===== src/shared/ais_pkg.sv =====
// Purpose: shared types and constants for the alu instruction subset
// Assumes: 8-bit data, 7-bit file addresses
// Notes:   operations arrive as one-cycle requests from the decoder
`default_nettype none
//==========================================================
// package
package ais_pkg;

    localparam logic [7:0] AIS_RST_BYTE  = 8'h00;  // value after reset
    localparam logic [7:0] AIS_WDT_CLEAR = 8'h00;  // watchdog count on sleep
    localparam logic [7:0] AIS_PSC_CLEAR = 8'h00;  // prescaler on sleep
    localparam logic [7:0] AIS_DIR_RST   = 8'hff;  // direction after reset
    localparam logic [2:0] AIS_DIR_SEL_A = 3'h5;   // port a direction select
    localparam logic [2:0] AIS_DIR_SEL_B = 3'h6;   // port b direction select
    localparam logic [2:0] AIS_DIR_SEL_C = 3'h7;   // port c direction select
    localparam int         AIS_NIB_HI    = 7;      // high nibble top bit
    localparam int         AIS_NIB_LO    = 3;      // low nibble top bit

    // operation codes, one-hot apart from AIS_OP_NONE
    typedef enum logic [9:0] {
        AIS_OP_NONE   = 10'h000,
        AIS_OP_RRC    = 10'h001,  // rotate_right_carry
        AIS_OP_LSUB   = 10'h002,  // literal_minus_acc
        AIS_OP_FSUB   = 10'h004,  // file_minus_acc
        AIS_OP_FSUBB  = 10'h008,  // sub_file_borrow
        AIS_OP_NIBX   = 10'h010,  // nibble_exchange
        AIS_OP_DIRLD  = 10'h020,  // direction_register_load
        AIS_OP_XORL   = 10'h040,  // xor_literal_acc
        AIS_OP_XORF   = 10'h080,  // xor_file_acc
        AIS_OP_SLEEP  = 10'h100   // sleep entry
    } ais_op_type;

    // one instruction request from the decoder
    typedef struct packed {
        logic        valid;    // request present this cycle
        ais_op_type  op;       // operation
        logic [6:0]  faddr;    // file address 0..127
        logic        dest;     // 0 accumulator, 1 file
        logic [7:0]  operand;  // literal, or direction select in low bits
    } ais_req_type;

    // file register write request toward the register file
    typedef struct packed {
        logic        we;       // write strobe
        logic [6:0]  addr;     // file address
        logic [7:0]  data;     // written value
    } ais_fwr_type;

    // status flags
    typedef struct packed {
        logic carry;           // carry / not borrow
        logic nib;             // nibble_borrow_flag
        logic zero;            // zero flag
        logic sleep_entered;   // sleep_entered_flag, active low sense
        logic expiry;          // expiry_flag, active low sense
    } ais_flags_type;

    localparam ais_flags_type AIS_FLAGS_RST = '{carry: 1'b0, nib: 1'b0,
        zero: 1'b0, sleep_entered: 1'b1, expiry: 1'b1};

endpackage : ais_pkg
`default_nettype wire


===== src/rtl/ais_alu.sv =====
// Purpose: execution datapath for a subset of an 8-bit instruction set
// Assumes: file operand value is read by the decoder and presented
//          alongside the request in the same cycle
// Notes:   results and flags update one clock after a valid request
`timescale 1ns/10ps
`default_nettype none

module ais_alu (
    input  wire logic                  core_clk_i,   // core clock
    input  wire logic                  rst_i,        // sync reset, high
    input  wire ais_pkg::ais_req_type  req_i,        // instruction request
    input  wire logic [7:0]            file_rd_i,    // addressed file value
    input  wire logic                  wdt_tick_i,   // prescaler input tick
    output logic [7:0]                 acc_o,        // accumulator
    output ais_pkg::ais_flags_type     flags_o,      // status flags
    output ais_pkg::ais_fwr_type       file_wr_o,    // file write request
    output logic [7:0]                 dir_a_o,      // port_a_direction
    output logic [7:0]                 dir_b_o,      // port_b_direction
    output logic [7:0]                 dir_c_o,      // port_c_direction
    output logic [7:0]                 wdt_count_o,  // watchdog_counter
    output logic                       sleep_o       // sleep state
);

    //==========================================================
    // helper functions
    // low nibble top bit, held locally so the function can use it
    localparam int AIS_NIB_LO_L = ais_pkg::AIS_NIB_LO;

    // a - b - borrow_in, returns {carry, nibble carry, result}
    // formed as a + ~b + ~borrow: carry out then means no borrow,
    // which is the sense the status flags keep
    function automatic logic [9:0] sub_flags(input logic [7:0] a,
                                             input logic [7:0] b,
                                             input logic       bin);
        logic [8:0] full;
        logic [4:0] low;
        full = {1'b0, a} + {1'b0, ~b} + {8'h00, ~bin};
        low  = {1'b0, a[AIS_NIB_LO_L:0]} + {1'b0, ~b[AIS_NIB_LO_L:0]}
             + {4'h0, ~bin};
        return {full[8], low[4], full[7:0]};
    endfunction : sub_flags

    //==========================================================
    // state
    logic [7:0]              acc_r,   acc_nxt;
    ais_pkg::ais_flags_type  flg_r,   flg_nxt;
    ais_pkg::ais_fwr_type    fwr_r,   fwr_nxt;
    logic [7:0]              dira_r,  dira_nxt;
    logic [7:0]              dirb_r,  dirb_nxt;
    logic [7:0]              dirc_r,  dirc_nxt;
    logic [7:0]              wdt_r,   wdt_nxt;
    // the prescaler stays inside; only the count leaves the block
    logic [7:0]              psc_r,   psc_nxt;
    logic                    slp_r,   slp_nxt;

    //==========================================================
    // next-state computation
    // one result path shared by every file op keeps the dest mux single
    always_comb begin
        logic [7:0] res;
        logic [9:0] sr;
        logic       wr_res;
        logic       upd_z;
        res      = 8'h00;
        sr       = 10'h000;
        wr_res   = 1'b0;
        upd_z    = 1'b0;
        acc_nxt  = acc_r;
        flg_nxt  = flg_r;
        fwr_nxt  = '{we: 1'b0, addr: req_i.faddr, data: 8'h00};
        dira_nxt = dira_r;
        dirb_nxt = dirb_r;
        dirc_nxt = dirc_r;
        psc_nxt  = psc_r;
        wdt_nxt  = wdt_r;
        slp_nxt  = slp_r;
        // watchdog prescaler and counter run free between sleeps
        // sleep below overrides a tick in the same cycle
        if (wdt_tick_i) begin
            psc_nxt = psc_r + 8'h01;
            if (psc_r == 8'hff) begin
                wdt_nxt = wdt_r + 8'h01;
            end
        end
        if (req_i.valid) begin
            slp_nxt = 1'b0;  // any executed request but sleep means awake
            case (req_i.op)
                ais_pkg::AIS_OP_RRC: begin
                    res = {flg_r.carry, file_rd_i[7:1]};
                    flg_nxt.carry = file_rd_i[0];
                    wr_res = 1'b1;
                end
                ais_pkg::AIS_OP_LSUB: begin
                    sr = sub_flags(req_i.operand, acc_r, 1'b0);
                    res = sr[7:0];
                    flg_nxt.carry = sr[9];
                    flg_nxt.nib   = sr[8];
                    upd_z   = 1'b1;
                    acc_nxt = res;  // always to the accumulator
                end
                ais_pkg::AIS_OP_FSUB: begin
                    sr = sub_flags(file_rd_i, acc_r, 1'b0);
                    res = sr[7:0];
                    flg_nxt.carry = sr[9];
                    flg_nxt.nib   = sr[8];
                    upd_z  = 1'b1;
                    wr_res = 1'b1;
                end
                ais_pkg::AIS_OP_FSUBB: begin
                    // borrow is the inverted carry
                    sr = sub_flags(file_rd_i, acc_r,
                                   ~flg_r.carry);
                    res = sr[7:0];
                    flg_nxt.carry = sr[9];
                    flg_nxt.nib   = sr[8];
                    upd_z  = 1'b1;
                    wr_res = 1'b1;
                end
                ais_pkg::AIS_OP_NIBX: begin
                    res = {file_rd_i[3:0], file_rd_i[7:4]};
                    wr_res = 1'b1;
                end
                ais_pkg::AIS_OP_DIRLD: begin
                    // other select values are ignored
                    case (req_i.operand[2:0])
                        ais_pkg::AIS_DIR_SEL_A: dira_nxt = acc_r;
                        ais_pkg::AIS_DIR_SEL_B: dirb_nxt = acc_r;
                        ais_pkg::AIS_DIR_SEL_C: dirc_nxt = acc_r;
                        default: ;
                    endcase
                end
                ais_pkg::AIS_OP_XORL: begin
                    res = acc_r ^ req_i.operand;
                    upd_z   = 1'b1;
                    acc_nxt = res;
                end
                ais_pkg::AIS_OP_XORF: begin
                    res = acc_r ^ file_rd_i;
                    upd_z  = 1'b1;
                    wr_res = 1'b1;
                end
                ais_pkg::AIS_OP_SLEEP: begin
                    flg_nxt.sleep_entered = 1'b0;
                    flg_nxt.expiry        = 1'b1;
                    // sleep_o falls at the next taken request
                    slp_nxt = 1'b1;
                    wdt_nxt = ais_pkg::AIS_WDT_CLEAR;
                    psc_nxt = ais_pkg::AIS_PSC_CLEAR;
                end
                default: ;
            endcase
            // zero judged on the 8-bit result alone
            if (upd_z) begin
                flg_nxt.zero = (res == 8'h00);
            end
            // literal ops never raise wr_res, so their dest bit is moot
            if (wr_res) begin
                if (req_i.dest) begin
                    fwr_nxt.we   = 1'b1;
                    fwr_nxt.data = res;
                end else begin
                    acc_nxt = res;
                end
            end
        end
    end

    //==========================================================
    // registers
    // sync reset: a request seen during reset is dropped, not queued
    always_ff @(posedge core_clk_i) begin
        if (rst_i) begin
            acc_r  <= ais_pkg::AIS_RST_BYTE;
            flg_r  <= ais_pkg::AIS_FLAGS_RST;
            fwr_r  <= '{we: 1'b0, addr: 7'h00, data: 8'h00};
            dira_r <= ais_pkg::AIS_DIR_RST;  // pins start as inputs
            dirb_r <= ais_pkg::AIS_DIR_RST;
            dirc_r <= ais_pkg::AIS_DIR_RST;
            wdt_r  <= ais_pkg::AIS_RST_BYTE;
            psc_r  <= ais_pkg::AIS_RST_BYTE;
            slp_r  <= 1'b0;
        end else begin
            acc_r  <= acc_nxt;
            flg_r  <= flg_nxt;
            fwr_r  <= fwr_nxt;
            dira_r <= dira_nxt;
            dirb_r <= dirb_nxt;
            dirc_r <= dirc_nxt;
            wdt_r  <= wdt_nxt;
            psc_r  <= psc_nxt;
            slp_r  <= slp_nxt;
        end
    end

    //==========================================================
    // outputs straight from flops
    // no gates after the flops, so output timing is clock to q
    assign acc_o       = acc_r;
    assign flags_o     = flg_r;
    assign file_wr_o   = fwr_r;
    assign dir_a_o     = dira_r;
    assign dir_b_o     = dirb_r;
    assign dir_c_o     = dirc_r;
    assign wdt_count_o = wdt_r;
    assign sleep_o     = slp_r;

endmodule : ais_alu
`default_nettype wire


===== config.mk =====
export PLATFORM = sky130hd
export DESIGN_NAME = ais_alu
export DESIGN_NICKNAME = d
export VERILOG_FILES = /design/src/shared/ais_pkg.sv /design/src/rtl/ais_alu.sv
export SDC_FILE = /design/constraint.sdc
export NUM_CORES = 1
export LEC_CHECK = 0
export BUFFER_PORTS_ARGS = -buffer_cell sky130_fd_sc_hd__buf_4
export CAP_MARGIN = 0
export CORE_MARGIN = 3
export CORE_UTILIZATION = 45
export CTS_CLUSTER_DIAMETER = 50
export CTS_CLUSTER_SIZE = 28
export DETAILED_ROUTE_END_ITERATION = 16
export GPL_TIMING_DRIVEN = 0
export HOLD_SLACK_MARGIN = 0.03
export MAX_ROUTING_LAYER = met4
export PLACE_DENSITY = 0.75
export SYNTH_ARGS = -nofsm -noshare
export SYNTH_HDL_FRONTEND = slang
export SYNTH_SLANG_ARGS = --single-unit

===== constraint.sdc =====
create_clock -name core_clk_i -period 4.8 [get_ports core_clk_i]
set_input_delay 0.72 -clock core_clk_i [delete_from_list [all_inputs] [get_ports core_clk_i]]
set_output_delay 0.72 -clock core_clk_i [all_outputs]
set_load 0.05 [all_outputs]

==> impl_metrics.env, run 1 <==
export IMPL_vias_per_cell=5.78
export IMPL_fin_nets=641
export IMPL_syn_num_nets=533
export IMPL_tightest_slew_ps=904
export IMPL_rsz0062_at_grt="no"
export IMPL_min_period_ps=3760
export IMPL_wl_met1_um=5580
export IMPL_fillers=814
export IMPL_yosys_warnings=0
export IMPL_core_area_mm2=0.00881
export IMPL_wirelength_um=12100
export IMPL_endpoint_kind="flop"
export IMPL_startpoint_type="flop"
export IMPL_yosysTopAreaCell="dfxtp_1"
export IMPL_drive_gt1_share_pct=23.8
export IMPL_synth_distinct_cells=71
export IMPL_cts_setup_buffers=0
export IMPL_fin_tns_setup_ps=0
export IMPL_drtIter0Drc=286
export IMPL_area_growth_pct=25.8
export IMPL_area_sequential_mm2=0.00138
export IMPL_synth_most_common_cell="dfxtp_1"
export IMPL_ys_flop_type="dfxtp_1"
export IMPL_cts_path_max_buffers=2
export IMPL_wl_met3_um=905
export IMPL_slew_headroom_pct=38.8
export IMPL_synth_common_cells="dfxtp_1 (69), nor2_1 (49), nand2_1 (32)"
export IMPL_slew_viol_final=0
export IMPL_grt_max_degree=14
export IMPL_ioPinCount=100
export IMPL_grt_pass1_wl_um=18700
export IMPL_maxUsedRoutingLayer="met4"
export IMPL_drt_first_pass_iters=5
export IMPL_grt_pass1_vias=3791
export IMPL_irDropWorstVdd_uv=151
export IMPL_synth_edf_count=0
export IMPL_wl_per_cell_um=17.4
export IMPL_hold_violations=0
export IMPL_cts_resized_gates=0
export IMPL_worstHoldPathType="reg2reg"
export IMPL_place_port_buffers=97
export IMPL_final_antenna_net_count=0
export IMPL_setup_violations_final=0
export IMPL_grt_use_total_pct=23.7
export IMPL_synthCells=472
export IMPL_cts_max_level=3
export IMPL_synth_seq_cells=69
export IMPL_multi_input_area_mm2=0.00256
export IMPL_drc_errors=0
export IMPL_netlist_top_cells_area="dfxtp_1 (34%), ha_1 (6.4%), a211o_1 (5.1%)"
export IMPL_cts_tree="done"
export IMPL_async_flop_share_pct=0
export IMPL_maxCapViolCount=0
export IMPL_cts_sinks=69
export IMPL_yosysTopAreaCellShare_pct=33.5
export IMPL_grt_ovfl_total=0
export IMPL_antenna_found_initial=0
export IMPL_ctsHoldBuffers=0
export IMPL_ys_seq_area_share_pct=33.5
export IMPL_finClkSkew_ps=13.6
export IMPL_crit_arrival_ps=4040
export IMPL_vias=4009
export IMPL_die_w_um=102
export IMPL_outcome="completed"
export IMPL_synth_area_mm2=0.00412
export IMPL_synth_area_per_cell_um2=8.73
export IMPL_clk_pin_slew_ps=80
export IMPL_worst_slack_ps=1040
export IMPL_die_h_um=102
export IMPL_fin_util_pct=58.8
export IMPL_numCtsBuffers=9
export IMPL_min_period_over_period_pct=78.3
export IMPL_crit_type="reg2reg"
export IMPL_fmax_mhz=266
export IMPL_power_density_mw_per_mm2=253
export IMPL_place_congestion=0.971
export IMPL_cts_root_buffer="clkbuf_8"
export IMPL_die_area_mm2=0.0103
export IMPL_initial_core_util_pct=46.8
export IMPL_n_antenna_cell=0
export IMPL_crit_required_ps=5080
export IMPL_worstPathMaxFanout=10
export IMPL_static_leakage_power_nw=2.13
export IMPL_wl_met2_um=5310
export IMPL_dp_hpwl_um=9440
export IMPL_clk_latency_ps=340
export IMPL_dpl_worst_slack_ps=891
export IMPL_num_rows=34
==> area by class of cell <==
type	instances	area share, %
multi-input combinational	366	49.5
sequential	69	26.7
timing repair buffer	97	14.1
tap	108	2.61
clock buffer	9	2.39
buffer	20	2.15
clock inverter	7	1.42
inverter	17	1.23
==> logic make-up (layout without fill, tap and decap cells) <==
group	after synthesis	in the layout	share of synthesized area, %
flops	69	69	33.5
fa+ha+maj	23	23	7.35
buf+inv	37	150	4.25
compound gates	126	126	22.7
xor+xnor	28	28	6.13
other cells	1	1	0.0910
simple gates	185	185	25.2
mux	3	3	0.729
==> cells in the final DEF (no fill, tap or decap), types with 4 or more instances in the layout <==
cell and n:
buf_4 98, nand2_1 32, a221oi_1 5, buf_2 7, o21ai_0 19, a211oi_1 7, a22o_1 4, nor3_1 11
inv_1 17, nand2b_1 4, o21a_1 4, nand4_1 7, a21oi_1 20, nor2_1 49, ha_1 21, and4b_1 6
dfxtp_1 69, clkbuf_8 9, clkbuf_1 8, a31oi_1 4, xnor2_1 9, xor2_1 18, and3_1 6, nand3_1 17
a211o_1 24, nor2b_1 27, a21o_1 6
==> sequential cells by signal (all words and copies together), names as in the netlist <==
register / count
acc_o: 8
dir_a_o: 8
dir_b_o: 8
dir_c_o: 8
file_wr_o: 16
flags_o: 4
psc_r: 8
sleep_o: 1
wdt_count_o: 8
==> per-stage QoR <==
stage	std cells	cell area [µm²]	hold slack (ps)	total power [W]
5_1_grt	693	5180	499	0.00137
6_report	693	5180	481	0.00131
3_3_place_gp	677	4980	453	0.000844
3_5_place_dp	677	4980	456	0.000847
2_1_floorplan	472	4120	471	0.000762
4_1_cts	693	5180	485	0.00131
==> routing by layer <==
| layer | up-vias | GRT usage (%) |
|---|---|---|
| met4 | 0 | 8.69 |
| met3 | 22 | 4.34 |
| li1 | 1953 | - |
| met5 | - | - |
| met2 | 173 | 34.9 |
| met1 | 1861 | 32.4 |
==> path summary, 6_finish.rpt <==
path	startpoint	end	slack, ps	depth (start not counted)
min	dir_c_o[1]	dir_c_o[1]	480	1
max	acc_o[0]	flags_o[2]	1040	11
max reg2reg	acc_o[0]	flags_o[2]	1040	11
min reg2reg	dir_c_o[1]	dir_c_o[1]	480	1
==> critical path, stage by stage (launching register included) <==
cell	delay, ps
dfxtp_1	450
inv_1	140
ha_1	260
fa_1	450
xor2_2	430
and3_2	310
nor3b_4	300
nand2_1	130
xnor2_1	150
a211oi_1	640
and4_1	300
a31o_1	140
==> where the power goes <==
part           total [W]  switching, W  internal [W]
logic           0.000250      0.000153     0.0000972
registers       0.000588    0.00000820      0.000580
clock network   0.000472      0.000230      0.000242
Note: power is estimated with default switching activity, not from simulation.
==> run 2, diff against run 1 <==
==> constraint.sdc (replaced) <==
create_clock -name core_clk_i -period 3.8 [get_ports core_clk_i]
set_input_delay 0.57 -clock core_clk_i [delete_from_list [all_inputs] [get_ports core_clk_i]]
set_output_delay 0.57 -clock core_clk_i [all_outputs]
set_load 0.05 [all_outputs]
==> run 2 against run 1 <==
  * Setup slack got worse by 770 ps
  * Core utilization increased by 0.057 points
  * Sequential share of layout area about the same
  * Power increased by 26%
  * Via count decreased by 0.42%
  * Clock skew about the same
  * Register-to-register slack got worse by 770 ps
  * Sequential power increased by 26%
  * First-iteration DRC count decreased by 21%
  * Combinational power increased by 27%
  * Cell count unchanged
  * Largest power group unchanged
==> impl_metrics.env, run 2 (synthesis gave the netlist of run 1 again) <==
export IMPL_initial_core_util_pct=46.8
export IMPL_maxCapViolCount=0
export IMPL_fin_nets=641
export IMPL_wirelength_um=12100
export IMPL_die_w_um=102
export IMPL_grt_ovfl_total=0
export IMPL_vias_per_cell=5.76
export IMPL_placed_cells=677
export IMPL_die_h_um=102
export IMPL_startpoint_type="flop"
export IMPL_grt_max_degree=14
export IMPL_n_antenna_cell=0
export IMPL_cts_setup_buffers=0
export IMPL_numCtsBuffers=9
export IMPL_fin_cells=693
export IMPL_switching_share_pct=29.9
export IMPL_min_delay_start="req_i[10]"
export IMPL_tightest_slew_ps=906
export IMPL_stdcell_area_mm2=0.00519
export IMPL_slew_viol_final=0
export IMPL_endpoint_kind="flop"
export IMPL_p_comb_share_pct=19.1
export IMPL_grt_pass1_vias=3791
export IMPL_slew_headroom_pct=38.7
export IMPL_place_area_mm2=0.00498
export IMPL_die_area_mm2=0.0103
export IMPL_fmax_mhz=283
export IMPL_cts_tree="done"
export IMPL_r2r_start="acc_o[0]"
export IMPL_fin_tns_setup_ps=0
export IMPL_finClkSkew_ps=13.7
export IMPL_mostFrequentLayoutCells="buf_4 (98), dfxtp_1 (69), nor2_1 (49)"
export IMPL_core_area_mm2=0.00881
export IMPL_vias=3992
export IMPL_cts_path_max_buffers=2
export IMPL_p_sw_w=0.000494
export IMPL_min_period_over_period_pct=92.9
export IMPL_ioPinCount=100
export IMPL_dp_hpwl_um=9440
export IMPL_drt_first_pass_iters=4
export IMPL_rsz0062_at_grt="no"
export IMPL_antenna_found_initial=0
export IMPL_drive_gt1_share_pct=23.9
export IMPL_grt_pass1_wl_um=18700
export IMPL_setup_violations_final=0
export IMPL_worstPathMaxFanout=5
export IMPL_final_common_cell="buf_4"
export IMPL_irDropWorstVdd_uv=190
export IMPL_static_leakage_power_nw=2.13
export IMPL_largest_reg_flops=16
export IMPL_area_growth_pct=25.9
export IMPL_timing_hold_ws_ps=447
export IMPL_clkPwrFrac_pct=36.0
export IMPL_crit_arrival_ps=3800
export IMPL_cts_sinks=69
export IMPL_final_antenna_net_count=0
export IMPL_wl_per_cell_um=17.4
export IMPL_hold_violations=0
export IMPL_cts_max_level=3
export IMPL_power_density_mw_per_mm2=319
export IMPL_crit_required_ps=4070
export IMPL_min_period_ps=3530
export IMPL_grt_use_total_pct=23.7
export IMPL_place_congestion=0.971
export IMPL_fin_util_pct=58.9
export IMPL_clk_latency_ps=340
export IMPL_drc_errors=0
export IMPL_worstHoldPathType="in2reg"
export IMPL_cts_root_buffer="clkbuf_8"
export IMPL_seq_power_share_pct=44.9
export IMPL_num_rows=34
export IMPL_drtIter0Drc=227
export IMPL_p_int_w=0.00116
export IMPL_cp_startpoint="acc_o[0]"
export IMPL_crit_type="reg2reg"
export IMPL_place_port_buffers=97
export IMPL_clk_pin_slew_ps=80
export IMPL_outcome="completed"
[run 2: changes by cell type in the layout (fill, tap and decap cells not counted)]
cell | previous run | this run
a211oi_1 | 7 | 6
a211oi_2 | 1 | 2
[run 2: cell type report]
type,count,area [µm²]
repair buffers,97,728
clock inverters,7,73.8
plain buffers,20,111
flip-flops and latches,69,1380
inverters,17,63.8
clock buffers,9,124
fillers,814,3620
multi-input cells,366,2570
well taps,108,135
[run 2: critical path: stages, from the launching register on]
cell	delay, ps
dfxtp_1	450
inv_1	140
ha_1	260
fa_1	460
a211oi_1	410
o21ai_0	220
a211oi_2	440
nand3_1	150
xnor2_1	180
o22ai_1	150
a2111oi_4	420
a31o_1	190
[run 2: worst paths after layout]
path             endpoint  cells after the start  slack [ps]
max            flags_o[2]                     11         270
min          file_wr_o[9]                      2         450
max reg2reg    flags_o[2]                     11         270
min reg2reg    dir_c_o[1]                      1         480
[run 2: layer usage]
metal  up-vias  share of wire (%)  GRT usage, %
met2       153                 44          34.9
met3        22                7.5          4.34
li1       1954                  -             -
met5         -                  0             -
met4         0                2.1          8.69
met1      1863                 46          32.4
[run 2: stage by stage]
stage / power, W / worst slack (ps)
3_5_place_dp: 0.00107 / 41.4
4_1_cts: 0.00166 / 154
5_1_grt: 0.00173 / 27.6
6_report: 0.00165 / 272
3_3_place_gp: 0.00107 / 27.3
2_1_floorplan: 0.000962 / 510
[run 2: what timing repair did]
item / in CTS / in global routing
endpoints found under the setup margin: 0 / 2
hold buffers: 0 / 0
endpoints found under the hold margin: 0 / 0
resized for setup: 0 / 1
[run 2: power by group through the flow]
stage	Clock (W)	Combinational, W	Sequential, W
CTS	0.000603	0.000312	0.000742
finish	0.000596	0.000317	0.000742
floorplan	0	0.000181	0.000781
detailed placement	0	0.000311	0.000759
global placement	0	0.000307	0.000759
global route	0.000639	0.000344	0.000744
==> run 3, diff against run 2 <==
--- a/config.mk
+++ b/config.mk
@@ -8,14 +8,14 @@
 export BUFFER_PORTS_ARGS = -buffer_cell sky130_fd_sc_hd__buf_4
 export CAP_MARGIN = 0
 export CORE_MARGIN = 3
-export CORE_UTILIZATION = 45
+export CORE_UTILIZATION = 54
 export CTS_CLUSTER_DIAMETER = 50
 export CTS_CLUSTER_SIZE = 28
 export DETAILED_ROUTE_END_ITERATION = 16
 export GPL_TIMING_DRIVEN = 0
 export HOLD_SLACK_MARGIN = 0.03
 export MAX_ROUTING_LAYER = met4
-export PLACE_DENSITY = 0.75
+export PLACE_DENSITY = 0.86
 export SYNTH_ARGS = -nofsm -noshare
 export SYNTH_HDL_FRONTEND = slang
 export SYNTH_SLANG_ARGS = --single-unit
==> run 3 against run 2 <==
  * Clock skew up 0.96 ps
  * Sequential power is essentially flat
  * Core utilization grew 12 points
  * Via count up 2.9%
  * Final area shrank 0.14%
  * Worst hold slack worse by 4.4 ps
  * Setup slack improved by 70 ps
  * Critical path type unchanged
==> impl_metrics.env, run 3 (synthesis gave the netlist of run 1 again) <==
export IMPL_clk_pin_slew_ps=80
export IMPL_antenna_found_initial=0
export IMPL_largest_reg_flops=16
export IMPL_power_density_mw_per_mm2=321
export IMPL_hold_violations=0
export IMPL_die_w_um=93.4
export IMPL_maxCapViolCount=0
export IMPL_final_antenna_net_count=0
export IMPL_final_common_cell="buf_4"
export IMPL_outcome="completed"
export IMPL_ff2ff_setup_slack_ps=340
export IMPL_cts_tree="done"
export IMPL_cts_sinks=69
export IMPL_setup_violations_final=0
export IMPL_min_period_over_period_pct=91.0
export IMPL_drt_first_pass_iters=5
export IMPL_dpl_worst_slack_ps=140
export IMPL_grt_pass1_wl_um=18700
export IMPL_initial_core_util_pct=56.2
export IMPL_drive_gt1_share_pct=23.8
export IMPL_ioPinCount=100
export IMPL_die_h_um=93.4
export IMPL_worstPathMaxFanout=10
export IMPL_rsz0062_at_grt="no"
export IMPL_drc_errors=0
export IMPL_wl_per_cell_um=17.7
export IMPL_num_rows=31
export IMPL_endpoint_kind="flop"
export IMPL_drtIter0Drc=419
export IMPL_grt_ovfl_total=0
export IMPL_slew_headroom_pct=42.6
export IMPL_place_congestion=0.989
export IMPL_vias_per_cell=6.00
export IMPL_core_area_mm2=0.00733
export IMPL_grt_pass1_vias=3820
export IMPL_crit_required_ps=4030
export IMPL_grt_max_degree=13
export IMPL_n_antenna_cell=0
export IMPL_startpoint_type="flop"
export IMPL_worstHoldPathType="in2reg"
export IMPL_tightest_slew_ps=848
export IMPL_dp_hpwl_um=9330
export IMPL_worst_slack_ps=341
export IMPL_slew_viol_final=0
export IMPL_finClkSkew_ps=14.6
export IMPL_grt_use_total_pct=28.0
export IMPL_clk_latency_ps=340
export IMPL_wirelength_um=12100
export IMPL_fin_tns_setup_ps=0
export IMPL_cts_root_buffer="clkbuf_8"
export IMPL_cts_max_level=3
export IMPL_fmax_mhz=289
export IMPL_vias=4106
export IMPL_crit_arrival_ps=3690
export IMPL_cts_path_max_buffers=2
export IMPL_crit_type="reg2reg"
export IMPL_fin_nets=641
export IMPL_irDropWorstVdd_uv=241
export IMPL_static_leakage_power_nw=2.13
export IMPL_fillers=587
export IMPL_area_growth_pct=25.7
export IMPL_numCtsBuffers=9
export IMPL_place_port_buffers=97
export IMPL_min_period_ps=3460
export IMPL_ctsHoldBuffers=0
export IMPL_die_area_mm2=0.00871
export IMPL_mostFrequentLayoutCells="buf_4 (98), dfxtp_1 (69), nor2_1 (49)"
-- run 3: changes by cell type in the layout (fill, tap and decap cells not counted), sizes merged --
cell / delta
clkbuf: +2
clkinv: -1
inv: -1
-- run 3: path summary, 6_finish.rpt --
check	from	endpoint	cells past startpoint
max	acc_o[0]	acc_o[5]	11
max reg2reg	acc_o[0]	acc_o[5]	11
min reg2reg	dir_c_o[3]	dir_c_o[3]	1
min	req_i[14]	file_wr_o[13]	2
-- run 3: power by group --
| part | internal (W) | switching [W] | total [W] |
|---|---|---|---|
| clock network | 0.000322 | 0.000281 | 0.000603 |
| registers | 0.000732 | 0.00000975 | 0.000742 |
| logic | 0.000123 | 0.000192 | 0.000315 |
-- run 3: layout make-up --
type | instances | area, µm² | area share [%]
clock buffers | 11 | 141 | 2.73
inverters | 17 | 63.8 | 1.23
plain buffers | 20 | 111 | 2.15
clock inverters | 5 | 60.1 | 1.16
flip-flops and latches | 69 | 1380 | 26.7
well taps | 99 | 124 | 2.39
repair buffers | 97 | 728 | 14.1
multi-input cells | 366 | 2570 | 49.6
-- run 3: metrics by stage --
stage	hold WS [ps]	utilization, %	cells	instance area, µm²	total power [W]
after detailed placement	455	67.8	668	4970	0.00106
after floorplan	471	-	472	4120	0.000962
after global routing	446	70.6	684	5180	0.00172
final	442	70.6	684	5180	0.00166
after CTS	436	70.6	684	5170	0.00166
after global placement	452	67.8	668	4970	0.00106
-- run 3: metal layers --
| metal | share of wire [%] | up-vias | track usage [%] | routed length, µm |
|---|---|---|---|---|
| met5 | 0 | - | - | 0 |
| met3 | 9.5 | 26 | 6.84 | 1140 |
| met1 | 43 | 1924 | 35.8 | 5200 |
| li1 | - | 1952 | - | - |
| met2 | 45 | 204 | 43.1 | 5500 |
| met4 | 2.1 | 0 | 9.89 | 255 |
-- run 3: critical path, stage by stage (launching register included) --
cell and delay [ps]:
dfxtp_1 460, inv_1 140, ha_1 250, fa_1 450
xor2_2 410, and3_2 310, nor3b_4 270, nand2_1 120
xnor2_1 170, a211oi_2 410, o21ai_0 160, a22o_1 190
-- run 3: timing repair --
action	4_1_cts	5_1_grt
buffers inserted	0	0
gates resized for setup	0	1
endpoints found under the setup margin	0	1
